==> config.mk <==
export PLATFORM = sky130hd
export DESIGN_NAME = gpc_top
export DESIGN_NICKNAME = d
export VERILOG_FILES = /design/src/design/gpc_pkg.sv /design/src/design/gpc_top.sv
export VERILOG_INCLUDE_DIRS = /design/src /design/src/design
export SDC_FILE = /design/constraint.sdc
export NUM_CORES = 1
export LEC_CHECK = 0
export ABC_CLOCK_PERIOD_IN_PS = 5300
export BUFFER_PORTS_ARGS = -buffer_cell sky130_fd_sc_hd__buf_2
export CAP_MARGIN = 10
export CORE_AREA = 2 2 237 239
export CTS_CLUSTER_DIAMETER = 100
export DETAILED_ROUTE_END_ITERATION = 6
export DIE_AREA = 0 0 239 241
export PLACE_DENSITY = 0.82
export SYNTH_ARGS = -nofsm -noshare
export SYNTH_HDL_FRONTEND = slang
export SYNTH_SLANG_ARGS = --single-unit
==> constraint.sdc <==
create_clock -name mclk_i -period 5.3 [get_ports mclk_i]
set_clock_uncertainty 0.15 [all_clocks]
set_input_delay 1.06 -clock mclk_i [delete_from_list [all_inputs] [get_ports mclk_i]]
set_output_delay 1.06 -clock mclk_i [all_outputs]
set_load 0.01 [all_outputs]
==> src/design/gpc_cfg.svh <==
// gpio pin configuration block: offsets, fields, resets and counts
// assumes an APB word bus; every printed offset is a register index
`ifndef GPC_CFG_SVH
`define GPC_CFG_SVH

// register indices; byte address is four times the index
`define GPC_OUT_CFG_IDX 16'hA100
`define GPC_IN_CFG_IDX 16'hA110
`define GPC_FUNC_SEL_IDX 16'hA120
`define GPC_BANK_IDX_W 16

// output config fields
`define GPC_OC_IN_INV 7
`define GPC_OC_HI_DRV 6
`define GPC_OC_LO_DRV 5
`define GPC_OC_OUT_INV 4
`define GPC_OC_ANA_B 3
`define GPC_OC_ANA_A 2
`define GPC_OC_PULLUP 1
`define GPC_OC_PULLDN 0

// input config fields (write view; read view differs in bits 5:4 and 2:0)
`define GPC_IC_IRQ_B 7
`define GPC_IC_IRQ_A 6
`define GPC_IC_RISE 5
`define GPC_IC_FALL 4
`define GPC_IC_INBUF 3
`define GPC_IC_CHECK 2
`define GPC_IC_FILT_HI 1
`define GPC_IC_FILT_LO 0

`define GPC_CFG_RESET 8'h00

// filter lengths in slow clock periods
`define GPC_FILT_SHORT 7'h04
`define GPC_FILT_MID 7'h10
`define GPC_FILT_LONG 7'h40

// drive check delay in system clocks
`define GPC_CHECK_DELAY 3

`endif

==> src/design/gpc_pkg.sv <==
// gpio pin configuration block: shared types
// assumes gpc_cfg.svh supplies the numeric constants
package gpc_pkg;

    typedef logic [7:0] gpc_byte_t;

    typedef enum logic [1:0] {
        GPC_FILT_OFF = 2'h0,
        GPC_FILT_4 = 2'h1,
        GPC_FILT_16 = 2'h2,
        GPC_FILT_64 = 2'h3
    } gpc_filt_t;

    typedef enum logic [2:0] {
        GPC_BANK_OUT = 3'h1,
        GPC_BANK_IN = 3'h2,
        GPC_BANK_FUNC = 3'h4
    } gpc_bank_t;

endpackage : gpc_pkg

==> src/design/gpc_top.sv <==
// gpio pin configuration block: per-pin pad control, input filter,
// edge flags, drive check and the APB register file
// assumes pad inputs and slow_tick_i are synchronous to mclk_i;
// slow_tick_i pulses once per slow oscillator period
`timescale 1ns/10ps
`default_nettype none
`include "gpc_cfg.svh"

module gpc_top
    import gpc_pkg::*;
#(
    parameter int PINS = 16,
    parameter int AW = 18
) (
    // clock, reset, enable
    input wire logic mclk_i,
    input wire logic rst_i,
    input wire logic ce_i,
    // apb slave
    input wire logic psel_i,
    input wire logic penable_i,
    input wire logic pwrite_i,
    input wire logic [AW-1:0] paddr_i,
    input wire logic [31:0] pwdata_i,
    output logic [31:0] prdata_o,
    output logic pready_o,
    output logic pslverr_o,
    // pads
    input wire logic [PINS-1:0] pad_i,
    output logic [PINS-1:0] pad_o,
    output logic [PINS-1:0] high_driver_enable_o,
    output logic [PINS-1:0] low_driver_enable_o,
    output logic [PINS-1:0] pullup_enable_o,
    output logic [PINS-1:0] pulldown_enable_o,
    output logic [PINS-1:0] analog_mux_a_enable_o,
    output logic [PINS-1:0] analog_mux_b_enable_o,
    // core side
    input wire logic slow_tick_i,
    input wire logic [PINS-1:0] out_value_i,
    output logic [PINS-1:0] filtered_level_o,
    output logic [PINS*8-1:0] function_select_o,
    output logic pin_irq_a_o,
    output logic pin_irq_b_o
);

    gpc_byte_t ocfg [PINS];
    gpc_byte_t fsel [PINS];
    logic [PINS-1:0] irq_a_en, irq_b_en, rise_en, fall_en;
    logic [PINS-1:0] inbuf_en, check_en;
    logic [1:0] filt_sel [PINS];
    logic [PINS-1:0] rise_flag, fall_flag, check_flag;
    logic [PINS-1:0] raw_meta, raw_level, filtered, filt_prev;
    logic [6:0] filt_cnt [PINS];
    logic [PINS-1:0] drive_prev, pad_sample;
    logic [PINS-1:0] check_pipe [`GPC_CHECK_DELAY];
    logic [PINS-1:0] buf_out, next_pad;
    logic [PINS-1:0] rise_ev, fall_ev, err_ev;
    logic acc, wr_acc;
    gpc_bank_t bank;
    logic bank_hit;
    logic [3:0] pin_sel;

    function automatic logic [6:0] filt_len(input logic [1:0] sel);
        case (gpc_filt_t'(sel))
            GPC_FILT_4: filt_len = `GPC_FILT_SHORT;
            GPC_FILT_16: filt_len = `GPC_FILT_MID;
            GPC_FILT_64: filt_len = `GPC_FILT_LONG;
            default: filt_len = 7'h00;
        endcase
    endfunction : filt_len

    // word index split into bank; result bit 3 flags a mapped address
    // widened to 32 bits so the upper-bit test stays legal at any AW
    function automatic logic [3:0] decode(input logic [AW-1:0] addr);
        logic [31:0] wide;
        logic [11:0] top;
        wide = 32'(addr);
        top = wide[`GPC_BANK_IDX_W+1:6];
        decode = {1'b0, GPC_BANK_OUT};
        if (wide[31:`GPC_BANK_IDX_W+2] == '0) begin
            if (top == 12'(`GPC_OUT_CFG_IDX >> 4)) begin
                decode = {1'b1, GPC_BANK_OUT};
            end else if (top == 12'(`GPC_IN_CFG_IDX >> 4)) begin
                decode = {1'b1, GPC_BANK_IN};
            end else if (top == 12'(`GPC_FUNC_SEL_IDX >> 4)) begin
                decode = {1'b1, GPC_BANK_FUNC};
            end
        end
    endfunction : decode

    always_comb begin
        logic [3:0] hit;
        hit = decode(paddr_i);
        bank = gpc_bank_t'(hit[2:0]);
        bank_hit = hit[3];
        pin_sel = paddr_i[5:2];
    end

    // one wait state: pready rises in the second access cycle
    assign acc = psel_i & penable_i & pready_o;
    assign wr_acc = acc & pwrite_i & bank_hit;

    // pad path: buffer forced low when disabled, invert ahead of it
    always_comb begin
        for (int i = 0; i < PINS; i++) begin
            buf_out[i] = inbuf_en[i] & (pad_i[i] ^ ocfg[i][`GPC_OC_IN_INV]);
            next_pad[i] = out_value_i[i] ^ ocfg[i][`GPC_OC_OUT_INV];
            rise_ev[i] = filtered[i] & ~filt_prev[i];
            fall_ev[i] = ~filtered[i] & filt_prev[i];
            err_ev[i] = check_en[i] & check_pipe[`GPC_CHECK_DELAY-1][i]
                        & (pad_sample[i] != pad_o[i]);
        end
    end

    // apb handshake
    always_ff @(posedge mclk_i) begin
        if (rst_i) begin
            pready_o <= 1'b0;
            pslverr_o <= 1'b0;
            prdata_o <= 32'h0000_0000;
        end else if (ce_i) begin
            pready_o <= psel_i & penable_i & ~pready_o;
            pslverr_o <= psel_i & penable_i & ~pready_o & ~bank_hit;
            if (psel_i & penable_i & ~pready_o) begin
                prdata_o <= 32'h0000_0000;
                if (bank_hit && !pwrite_i) begin
                    case (bank)
                        GPC_BANK_OUT: prdata_o[7:0] <= ocfg[pin_sel];
                        GPC_BANK_IN: prdata_o[7:0] <= {irq_b_en[pin_sel],
                            irq_a_en[pin_sel], rise_flag[pin_sel],
                            fall_flag[pin_sel], inbuf_en[pin_sel],
                            check_flag[pin_sel], filtered[pin_sel],
                            raw_level[pin_sel]};
                        GPC_BANK_FUNC: prdata_o[7:0] <= fsel[pin_sel];
                        default: prdata_o[7:0] <= 8'h00;
                    endcase
                end
            end
        end
    end

    // configuration banks, index n belongs to pin n
    always_ff @(posedge mclk_i) begin
        if (rst_i) begin
            for (int i = 0; i < PINS; i++) begin
                ocfg[i] <= `GPC_CFG_RESET;
                fsel[i] <= `GPC_CFG_RESET;
                filt_sel[i] <= 2'h0;
            end
            irq_a_en <= '0;
            irq_b_en <= '0;
            rise_en <= '0;
            fall_en <= '0;
            inbuf_en <= '0;
            check_en <= '0;
        end else if (ce_i && wr_acc) begin
            case (bank)
                GPC_BANK_OUT: ocfg[pin_sel] <= pwdata_i[7:0];
                GPC_BANK_FUNC: fsel[pin_sel] <= pwdata_i[7:0];
                GPC_BANK_IN: begin
                    irq_b_en[pin_sel] <= pwdata_i[`GPC_IC_IRQ_B];
                    irq_a_en[pin_sel] <= pwdata_i[`GPC_IC_IRQ_A];
                    rise_en[pin_sel] <= pwdata_i[`GPC_IC_RISE];
                    fall_en[pin_sel] <= pwdata_i[`GPC_IC_FALL];
                    inbuf_en[pin_sel] <= pwdata_i[`GPC_IC_INBUF];
                    check_en[pin_sel] <= pwdata_i[`GPC_IC_CHECK];
                    filt_sel[pin_sel] <=
                        pwdata_i[`GPC_IC_FILT_HI:`GPC_IC_FILT_LO];
                end
                default: ;
            endcase
        end
    end

    // pad drive; the pin is sampled apart from the value register, so checks see real data
    always_ff @(posedge mclk_i) begin
        if (rst_i) begin
            pad_o <= '0;
            drive_prev <= '0;
            pad_sample <= '0;
        end else if (ce_i) begin
            pad_o <= next_pad;
            drive_prev <= pad_o;
            pad_sample <= pad_i;
        end
    end

    // two-stage sync, then filter counting slow ticks
    always_ff @(posedge mclk_i) begin
        if (rst_i) begin
            raw_meta <= '0;
            raw_level <= '0;
            filtered <= '0;
            filt_prev <= '0;
            for (int i = 0; i < PINS; i++) begin
                filt_cnt[i] <= 7'h00;
            end
        end else if (ce_i) begin
            raw_meta <= buf_out;
            raw_level <= raw_meta;
            filt_prev <= filtered;
            for (int i = 0; i < PINS; i++) begin
                if (filt_len(filt_sel[i]) == 7'h00) begin
                    filtered[i] <= raw_level[i];
                    filt_cnt[i] <= 7'h00;
                end else if (raw_level[i] == filtered[i]) begin
                    filt_cnt[i] <= 7'h00;
                end else if (slow_tick_i) begin
                    // restarts on any bounce back to the old level
                    if (filt_cnt[i] + 7'h01 >= filt_len(filt_sel[i])) begin
                        filtered[i] <= raw_level[i];
                        filt_cnt[i] <= 7'h00;
                    end else begin
                        filt_cnt[i] <= filt_cnt[i] + 7'h01;
                    end
                end
            end
        end
    end

    // edge latches; a new edge wins over a clearing write
    always_ff @(posedge mclk_i) begin
        if (rst_i) begin
            rise_flag <= '0;
            fall_flag <= '0;
        end else if (ce_i) begin
            for (int i = 0; i < PINS; i++) begin
                if (rise_ev[i] && rise_en[i] && (irq_a_en[i] || irq_b_en[i]))
                    rise_flag[i] <= 1'b1;
                else if (wr_acc && bank == GPC_BANK_IN && pin_sel == i[3:0]
                         && !pwdata_i[`GPC_IC_RISE])
                    rise_flag[i] <= 1'b0;
                if (fall_ev[i] && fall_en[i] && (irq_a_en[i] || irq_b_en[i]))
                    fall_flag[i] <= 1'b1;
                else if (wr_acc && bank == GPC_BANK_IN && pin_sel == i[3:0]
                         && !pwdata_i[`GPC_IC_FALL])
                    fall_flag[i] <= 1'b0;
            end
        end
    end

    // drive check: change marker travels three clocks, then compare
    always_ff @(posedge mclk_i) begin
        if (rst_i) begin
            for (int k = 0; k < `GPC_CHECK_DELAY; k++) begin
                check_pipe[k] <= '0;
            end
            check_flag <= '0;
        end else if (ce_i) begin
            check_pipe[0] <= (pad_o ^ drive_prev) & check_en;
            for (int k = 1; k < `GPC_CHECK_DELAY; k++) begin
                check_pipe[k] <= check_pipe[k-1] & check_en;
            end
            for (int i = 0; i < PINS; i++) begin
                if (!check_en[i])
                    check_flag[i] <= 1'b0;
                else if (err_ev[i])
                    check_flag[i] <= 1'b1;
            end
        end
    end

    // interrupt lines from latched flags of enabled pins
    always_ff @(posedge mclk_i) begin
        if (rst_i) begin
            pin_irq_a_o <= 1'b0;
            pin_irq_b_o <= 1'b0;
        end else if (ce_i) begin
            pin_irq_a_o <= |(irq_a_en & (rise_flag | fall_flag | check_flag));
            pin_irq_b_o <= |(irq_b_en & (rise_flag | fall_flag | check_flag));
        end
    end

    generate
        for (genvar g = 0; g < PINS; g++) begin : g_pin
            assign high_driver_enable_o[g] = ocfg[g][`GPC_OC_HI_DRV];
            assign low_driver_enable_o[g] = ocfg[g][`GPC_OC_LO_DRV];
            assign pullup_enable_o[g] = ocfg[g][`GPC_OC_PULLUP];
            assign pulldown_enable_o[g] = ocfg[g][`GPC_OC_PULLDN];
            assign analog_mux_a_enable_o[g] = ocfg[g][`GPC_OC_ANA_A];
            assign analog_mux_b_enable_o[g] = ocfg[g][`GPC_OC_ANA_B];
            assign function_select_o[g*8 +: 8] = fsel[g];
        end
    endgenerate
    assign filtered_level_o = filtered;
endmodule : gpc_top
`default_nettype wire

==> impl_metrics.ini, run 1 <==
[pwr]
p_seq_share_pct = 51.4
clkPwrFrac_pct = 40.9
power_leakage_uw = 0.0159
pwr-share-comb_pct = 7.7
power_density_nw_per_um2 = 311
power_uw = 12000
peakVddDrop_uv = 323
power.switching_uw = 2910
switching_share_pct = 24.2
intPower_uw = 9130

[global_routing]
globalRouteMet1Util_pct = 44.8
gr-usage-met2_pct = 57.7
grt_pass1_vias = 25800
grt_overflow_total = 0
grt.total_usage_pct = 36.3
antenna_found_initial = 3
use_met3_pct = 10.6
grt_pass1_wl_um = 156000
grt_max_degree = 120
busiest_layer = met2

[worst_setup_path]
critPathMaxStageDelay_ns = 0.49
worst_setup_path_end_kind = flip-flop
crit_slowest_cell = and3_1
path_common_cell = and3_1
cp_top_family = simple AND/OR/NAND/NOR gates
path_buf_inv = 2
path_cells = buf_6 > and3_1 > nand3_1 > nor2_1 > nor4b_4 > buf_12 > and3_1 > or2_2
critPathArrivalTime_ns = 3.77
cp_data_required_time_ns = 5.45
critPathMaxFanout = 119
cp-start-kind = primary input
path_class = primary input to flip-flop

[timing]
rsz0062_at_grt = no
max_freq_mhz = 277
tns_ns = 0
max_slew_margin_pct = 11.9
hold_violations = 0
period_share_pct = 68.2
final.min_clock_period_ns = 3.62
tightestPinTransition_ns = 1.32
final-setup-viol-count = 0
slew_violations = 0

[clocking]
cts_inserted_buffers = 74
cts_hold_buf = 0
cts_tree = built
clk_latency_ns = 0.63
clk_pin_slew_ns = 0.06
cts_root_buffer = clkbuf_16
clockBufferDepth = 3
clock-sinks = 716
htreeDepth = 3
cts_setup_buffers = 0
ctsResizeCount = 0

[route]
ant_nets = 0
routed_via_density = 6.49
wl_per_cell_um = 25.9
num_vias = 26500
drt-pass1-iter-count = 7
drc_errors = 0
totalWireLength_um = 106000
drt_iter0_markers = 3160

[finish]
design_area_um2 = 38700
final_common_cell = edfxtp_1
nFillCells = 3722
final-seq-area_um2 = 18800
layout_common_cells = edfxtp_1 (448), buf_2 (326), nand2_1 (320)
final_nets = 3483
multi_input_area_um2 = 14400
final_layout_size_suffix_gt1_share_pct = 18.5
syn2layout_area_growth_pct = 10.4
fin_cells = 4087

[yosys]
avgSynthCellArea_um2 = 11.2
syn_area_um2 = 35000
ys_seq_elements = 716
seq_area_frac_synth_pct = 53.7
synth-warning-count = 0
synthArstFlopShare_pct = 0
ys_types = 75
synth-edff-count = 448
syn_inst = 3135
synth_flop_cell = edfxtp_1

[placed_design]
io_buffers = 330
postPlaceCellArea_um2 = 36400
dp_hpwl_um = 75200
gp_congestion = 1.01
place_inst = 3948

[flow_run]
cap_violations = 0

[floorplan]
die_x_um = 239
coreArea_um2 = 54900
dieArea_um2 = 57600
die_y_um = 241
io_pins = 381
start_util_pct = 63.8
rows = 86

[hold_path]
hp-class = flip-flop to flip-flop

[run_status]
status = completed
metrics by stage:
step           util [%]  setup slack (ns)  hold WS, ns
2_1_floorplan         -              1.79        0.282
3_3_place_gp       66.4              1.25        0.289
3_5_place_dp       66.4              1.21        0.297
4_1_cts            70.5              1.81        0.302
5_1_grt            70.5              1.58        0.326
6_report           70.5              1.68        0.304
cell type report:
| class | count | area share, % |
|---|---|---|
| diodes | 3 | 0.0194 |
| flip-flops and latches | 716 | 48.6 |
| repair buffers | 389 | 5.53 |
| inverters | 42 | 0.408 |
| clock buffers | 107 | 5.33 |
| multi-input cells | 2098 | 37.3 |
| well taps | 704 | 2.28 |
| clock inverters | 28 | 0.437 |
path summary, 6_finish.rpt:
check                                     start              end  slack [ns]  depth (start not counted)
worst max-delay path                       ce_i       ocfg[5][5]        1.68                          8
worst min-delay path                rise_en[14]      rise_en[14]        0.30                          2
worst max register to register  filt_cnt[1][14]  filt_cnt[1][20]        2.46                          8
worst min register to register      rise_en[14]      rise_en[14]        0.30                          2
layer usage:
metal,wire length [um],up-vias
li1,-,11500
met1,37100,12900
met2,48800,1747
met3,13600,348
met4,6390,2
met5,11,-
sequential cells by signal (all words and copies together) (netlist names), 8 cells and up:
name	count
prdata_o	8
check_pipe	48
check_flag	16
fsel	128
filtered_level_o	16
ocfg	128
inbuf_en	16
filt_sel	32
raw_level	16
irq_b_en	16
pad_o	16
pad_sample	16
filt_prev	16
check_en	16
fall_flag	16
rise_en	16
raw_meta	16
filt_cnt	112
rise_flag	16
fall_en	16
drive_prev	16
irq_a_en	16
worst register-to-register path, stage by stage, from the launching register on:
cell      delay, ns
edfxtp_1       0.43
ha_1           0.28
nand3_1        0.14
xnor2_1        0.17
ha_1           0.29
a41o_1         0.25
o31a_1         0.26
or4_1          0.54
nor2b_1        0.17
power groups by stage:
stage	combinational, uW	clock, uW	sequential (uW)
after floorplan	588	0	6280
after global placement	872	0	6300
after detailed placement	895	0	6310
after CTS	902	4940	6190
after global routing	968	5170	6210
final	923	4930	6190
kinds of logic after synthesis:
group	synth area share, %
buf+inv	5.33
fa+ha+maj	2.61
xor+xnor	4.03
compound gates	8.02
other cells	0.0107
simple gates	17.0
mux	9.24
flops	53.7
synth_stat cells, types with 98 or more instances:
cell type,instances,share of area (%)
and3_1,181,3.2
mux4_2,102,6.6
dfxtp_1,268,15
edfxtp_1,448,38
clkbuf_1,130,1.4
and2_1,153,2.7
buf_4,127,2.7
nand3_1,98,1.4
nand2_1,321,3.4
o21ai_0,131,1.9
xor2_1,98,2.5
nor2_1,264,2.8
Power figures use the tool's default switching activity.
==> run 2, diff against run 1 <==
--- a/config.mk
+++ b/config.mk
@@ -6,14 +6,15 @@
 export SDC_FILE = /design/constraint.sdc
 export NUM_CORES = 1
 export LEC_CHECK = 0
-export ABC_CLOCK_PERIOD_IN_PS = 5300
+export ABC_AREA = 1
+export ABC_CLOCK_PERIOD_IN_PS = 3500
 export BUFFER_PORTS_ARGS = -buffer_cell sky130_fd_sc_hd__buf_2
 export CAP_MARGIN = 10
-export CORE_AREA = 2 2 237 239
+export CORE_AREA = 2 2 248 250
 export CTS_CLUSTER_DIAMETER = 100
 export DETAILED_ROUTE_END_ITERATION = 6
-export DIE_AREA = 0 0 239 241
-export PLACE_DENSITY = 0.82
+export DIE_AREA = 0 0 250 252
+export PLACE_DENSITY = 0.75
 export SYNTH_ARGS = -nofsm -noshare
 export SYNTH_HDL_FRONTEND = slang
 export SYNTH_SLANG_ARGS = --single-unit
==> constraint.sdc (replaced) <==
create_clock -name mclk_i -period 3.5 [get_ports mclk_i]
set_clock_uncertainty 0.15 [all_clocks]
set_input_delay 0.7 -clock mclk_i [delete_from_list [all_inputs] [get_ports mclk_i]]
set_output_delay 0.7 -clock mclk_i [all_outputs]
set_load 0.01 [all_outputs]
==> impl_metrics.ini, run 2 <==
[global_routing]
grt_pass1_vias = 28700
antenna_found_initial = 3
grt_overflow_total = 0
grt.total_usage_pct = 34.8
grt_max_degree = 86
grt_pass1_wl_um = 167000

[floorplan]
io_pins = 381
rows = 90
coreArea_um2 = 60100
die_x_um = 250
start_util_pct = 58.6
die_y_um = 252
dieArea_um2 = 63000

[run_status]
violations = design-rule violations
status = complete, but fails checks

[pwr]
power_density_nw_per_um2 = 487
power_leakage_uw = 0.0170
peakVddDrop_uv = 436

[clocking]
clock-sinks = 716
htreeDepth = 3
clk_pin_slew_ns = 0.06
cts_setup_buffers = 0
clk_latency_ns = 0.64
clockBufferDepth = 3
ctsResizeCount = 0
cts_hold_buf = 0
cts_root_buffer = clkbuf_16
cts_tree = built
cts_inserted_buffers = 76

[flow_run]
cap_violations = 0

[finish]
nFillCells = 4968
layout_common_cells = nor2_1 (863), nand2_1 (753), inv_1 (525)
final_nets = 4611
syn2layout_area_growth_pct = 12.8
final_common_cell = nor2_1
reg.largest.list = fsel x128, ocfg x128, filt_cnt x112
final_layout_size_suffix_gt1_share_pct = 13.0

[yosys]
ys_types = 40
synth-warning-count = 0
syn_area_um2 = 35200
synthTopCellsByCount = nor2_1 (867), nand2_1 (758), inv_1 (528), edfxtp_1 (448), dfxtp_1 (268)
synthArstFlopShare_pct = 0
synthTopCellsByArea = edfxtp_1 (38%), dfxtp_1 (15%), nor2_1 (9.2%), nand2_1 (8.1%), inv_1 (5.6%)
netlist.area_leader.share_pct = 38.2
ys_seq_elements = 716
syn_inst = 4203
synth_most_common_cell = nor2_1
avgSynthCellArea_um2 = 8.38
synth_area_leader_cell = edfxtp_1
synth-edff-count = 448
synth_flop_cell = edfxtp_1
seq_area_frac_synth_pct = 53.4

[timing]
final.min_clock_period_ns = 2.63
max_freq_mhz = 381
hold_ws_ns = 0.185
hold_violations = 0
tightestPinTransition_ns = 1.06
period_share_pct = 75.0
slew_violations = 0
rsz0062_at_grt = no
final-setup-viol-count = 0
tns_ns = 0
max_slew_margin_pct = 28.7

[route]
drt-pass1-iter-count = 7
num_vias = 30300
routed_via_density = 5.72
ant_nets = 0
wl_per_cell_um = 21.1
drc_errors = 6
totalWireLength_um = 111000
drt_iter0_markers = 3476

[worst_setup_path]
rr_worst_depth = 10
critPathArrivalTime_ns = 2.75
cp-start-kind = primary input
critPathMaxFanout = 16
path_class = primary input to flip-flop
cp_data_required_time_ns = 3.63
worst_setup_path_end_kind = flip-flop
r2r_slack_ns = 0.95
r2r_end = filt_cnt[0][4]
timing.rr.start = filt_cnt[0][0]

[placed_design]
gp_congestion = 0.976
io_buffers = 330
dp_hpwl_um = 80300

[hold_path]
whs_endpoint = pad_sample[2]
hp-class = primary input to flip-flop
hold_depth = 3
holdCritStartpoint = pad_i[2]
[run 2: cell count changes in the layout (fill, tap and decap cells not counted), moves of 81 or more]
cell,before,now
nand2_1,320,753
and3_1,181,0
nor2_1,263,863
mux2i_1,94,0
inv_1,39,525
and2_1,153,0
o22ai_1,7,93
nand3_1,98,179
mux4_2,102,0
xor2_1,98,12
[run 2: how the worst max path moves through the flow]
stage                   startpoint          endpoint  slack, ns  depth (start not counted)
floorplan                     ce_i  check_pipe[0][0]       0.33                          4
global placement        paddr_i[2]        ocfg[4][1]       0.32                          7
detailed placement      paddr_i[2]        ocfg[4][1]       0.31                          7
CTS                     paddr_i[2]        ocfg[4][1]       0.95                          7
global route        filt_cnt[0][0]    filt_cnt[0][4]       0.74                         10
finish                  paddr_i[2]        ocfg[4][5]       0.87                          7
[run 2: metal layers]
| layer | up-vias | GRT usage [%] | part of all wire [%] |
|---|---|---|---|
| li1 | 14100 | - | - |
| met1 | 14100 | 43.0 | 37 |
| met2 | 1749 | 56.9 | 46 |
| met3 | 347 | 8.86 | 11 |
| met4 | 2 | 17.4 | 5.1 |
| met5 | - | 0 | 0.013 |
[run 2: final cells by class]
| class | count | area (um^2) | share of cell area, % |
|---|---|---|---|
| Sequential cell | 716 | 18800 | 47.3 |
| Multi-Input combinational cell | 2694 | 12900 | 32.6 |
| Timing Repair Buffer | 419 | 2430 | 6.12 |
| Clock buffer | 114 | 2240 | 5.64 |
| Inverter | 542 | 2040 | 5.14 |
| Tap cell | 782 | 978 | 2.46 |
| Clock inverter | 25 | 279 | 0.702 |
| Antenna cell | 2 | 5.00 | 0.0126 |
[run 2: logic make-up (layout without fill, tap and decap cells)]
kind of cell / count (synthesis) / count (layout) / synth area share (%)
xor+xnor: 92 / 92 / 2.29
fa+ha+maj: 73 / 73 / 2.59
compound gates: 521 / 521 / 8.35
other cells: 1 / 26 / 0.0106
simple gates: 1984 / 1984 / 23.2
flops: 716 / 716 / 53.4
buf+inv: 816 / 1100 / 10.2
[run 2: worst max-delay path, stage by stage]
cell and delay, ns:
buf_2 0.13, inv_2 0.25, nand2_2 0.38, nor2_1 0.61
buf_4 0.25, nand3_2 0.08, nand2_1 0.35
[run 2: where the power goes]
part / switching, uW / internal [uW]
clock: 3400 / 4810
sequential: 220 / 9210
combinational: 1230 / 499
[run 2: through the flow]
step	std cells	total power (uW)	worst slack [ns]	instance area [um^2]	util, %
detailed placement	5153	11300	0.307	37200	61.9
CTS	5292	19300	0.955	39700	66.1
global placement	5153	11200	0.323	37200	61.9
finish	5294	19400	0.875	39700	66.1
floorplan	4226	10600	0.330	35300	-
global route	5293	19900	0.740	39700	66.1
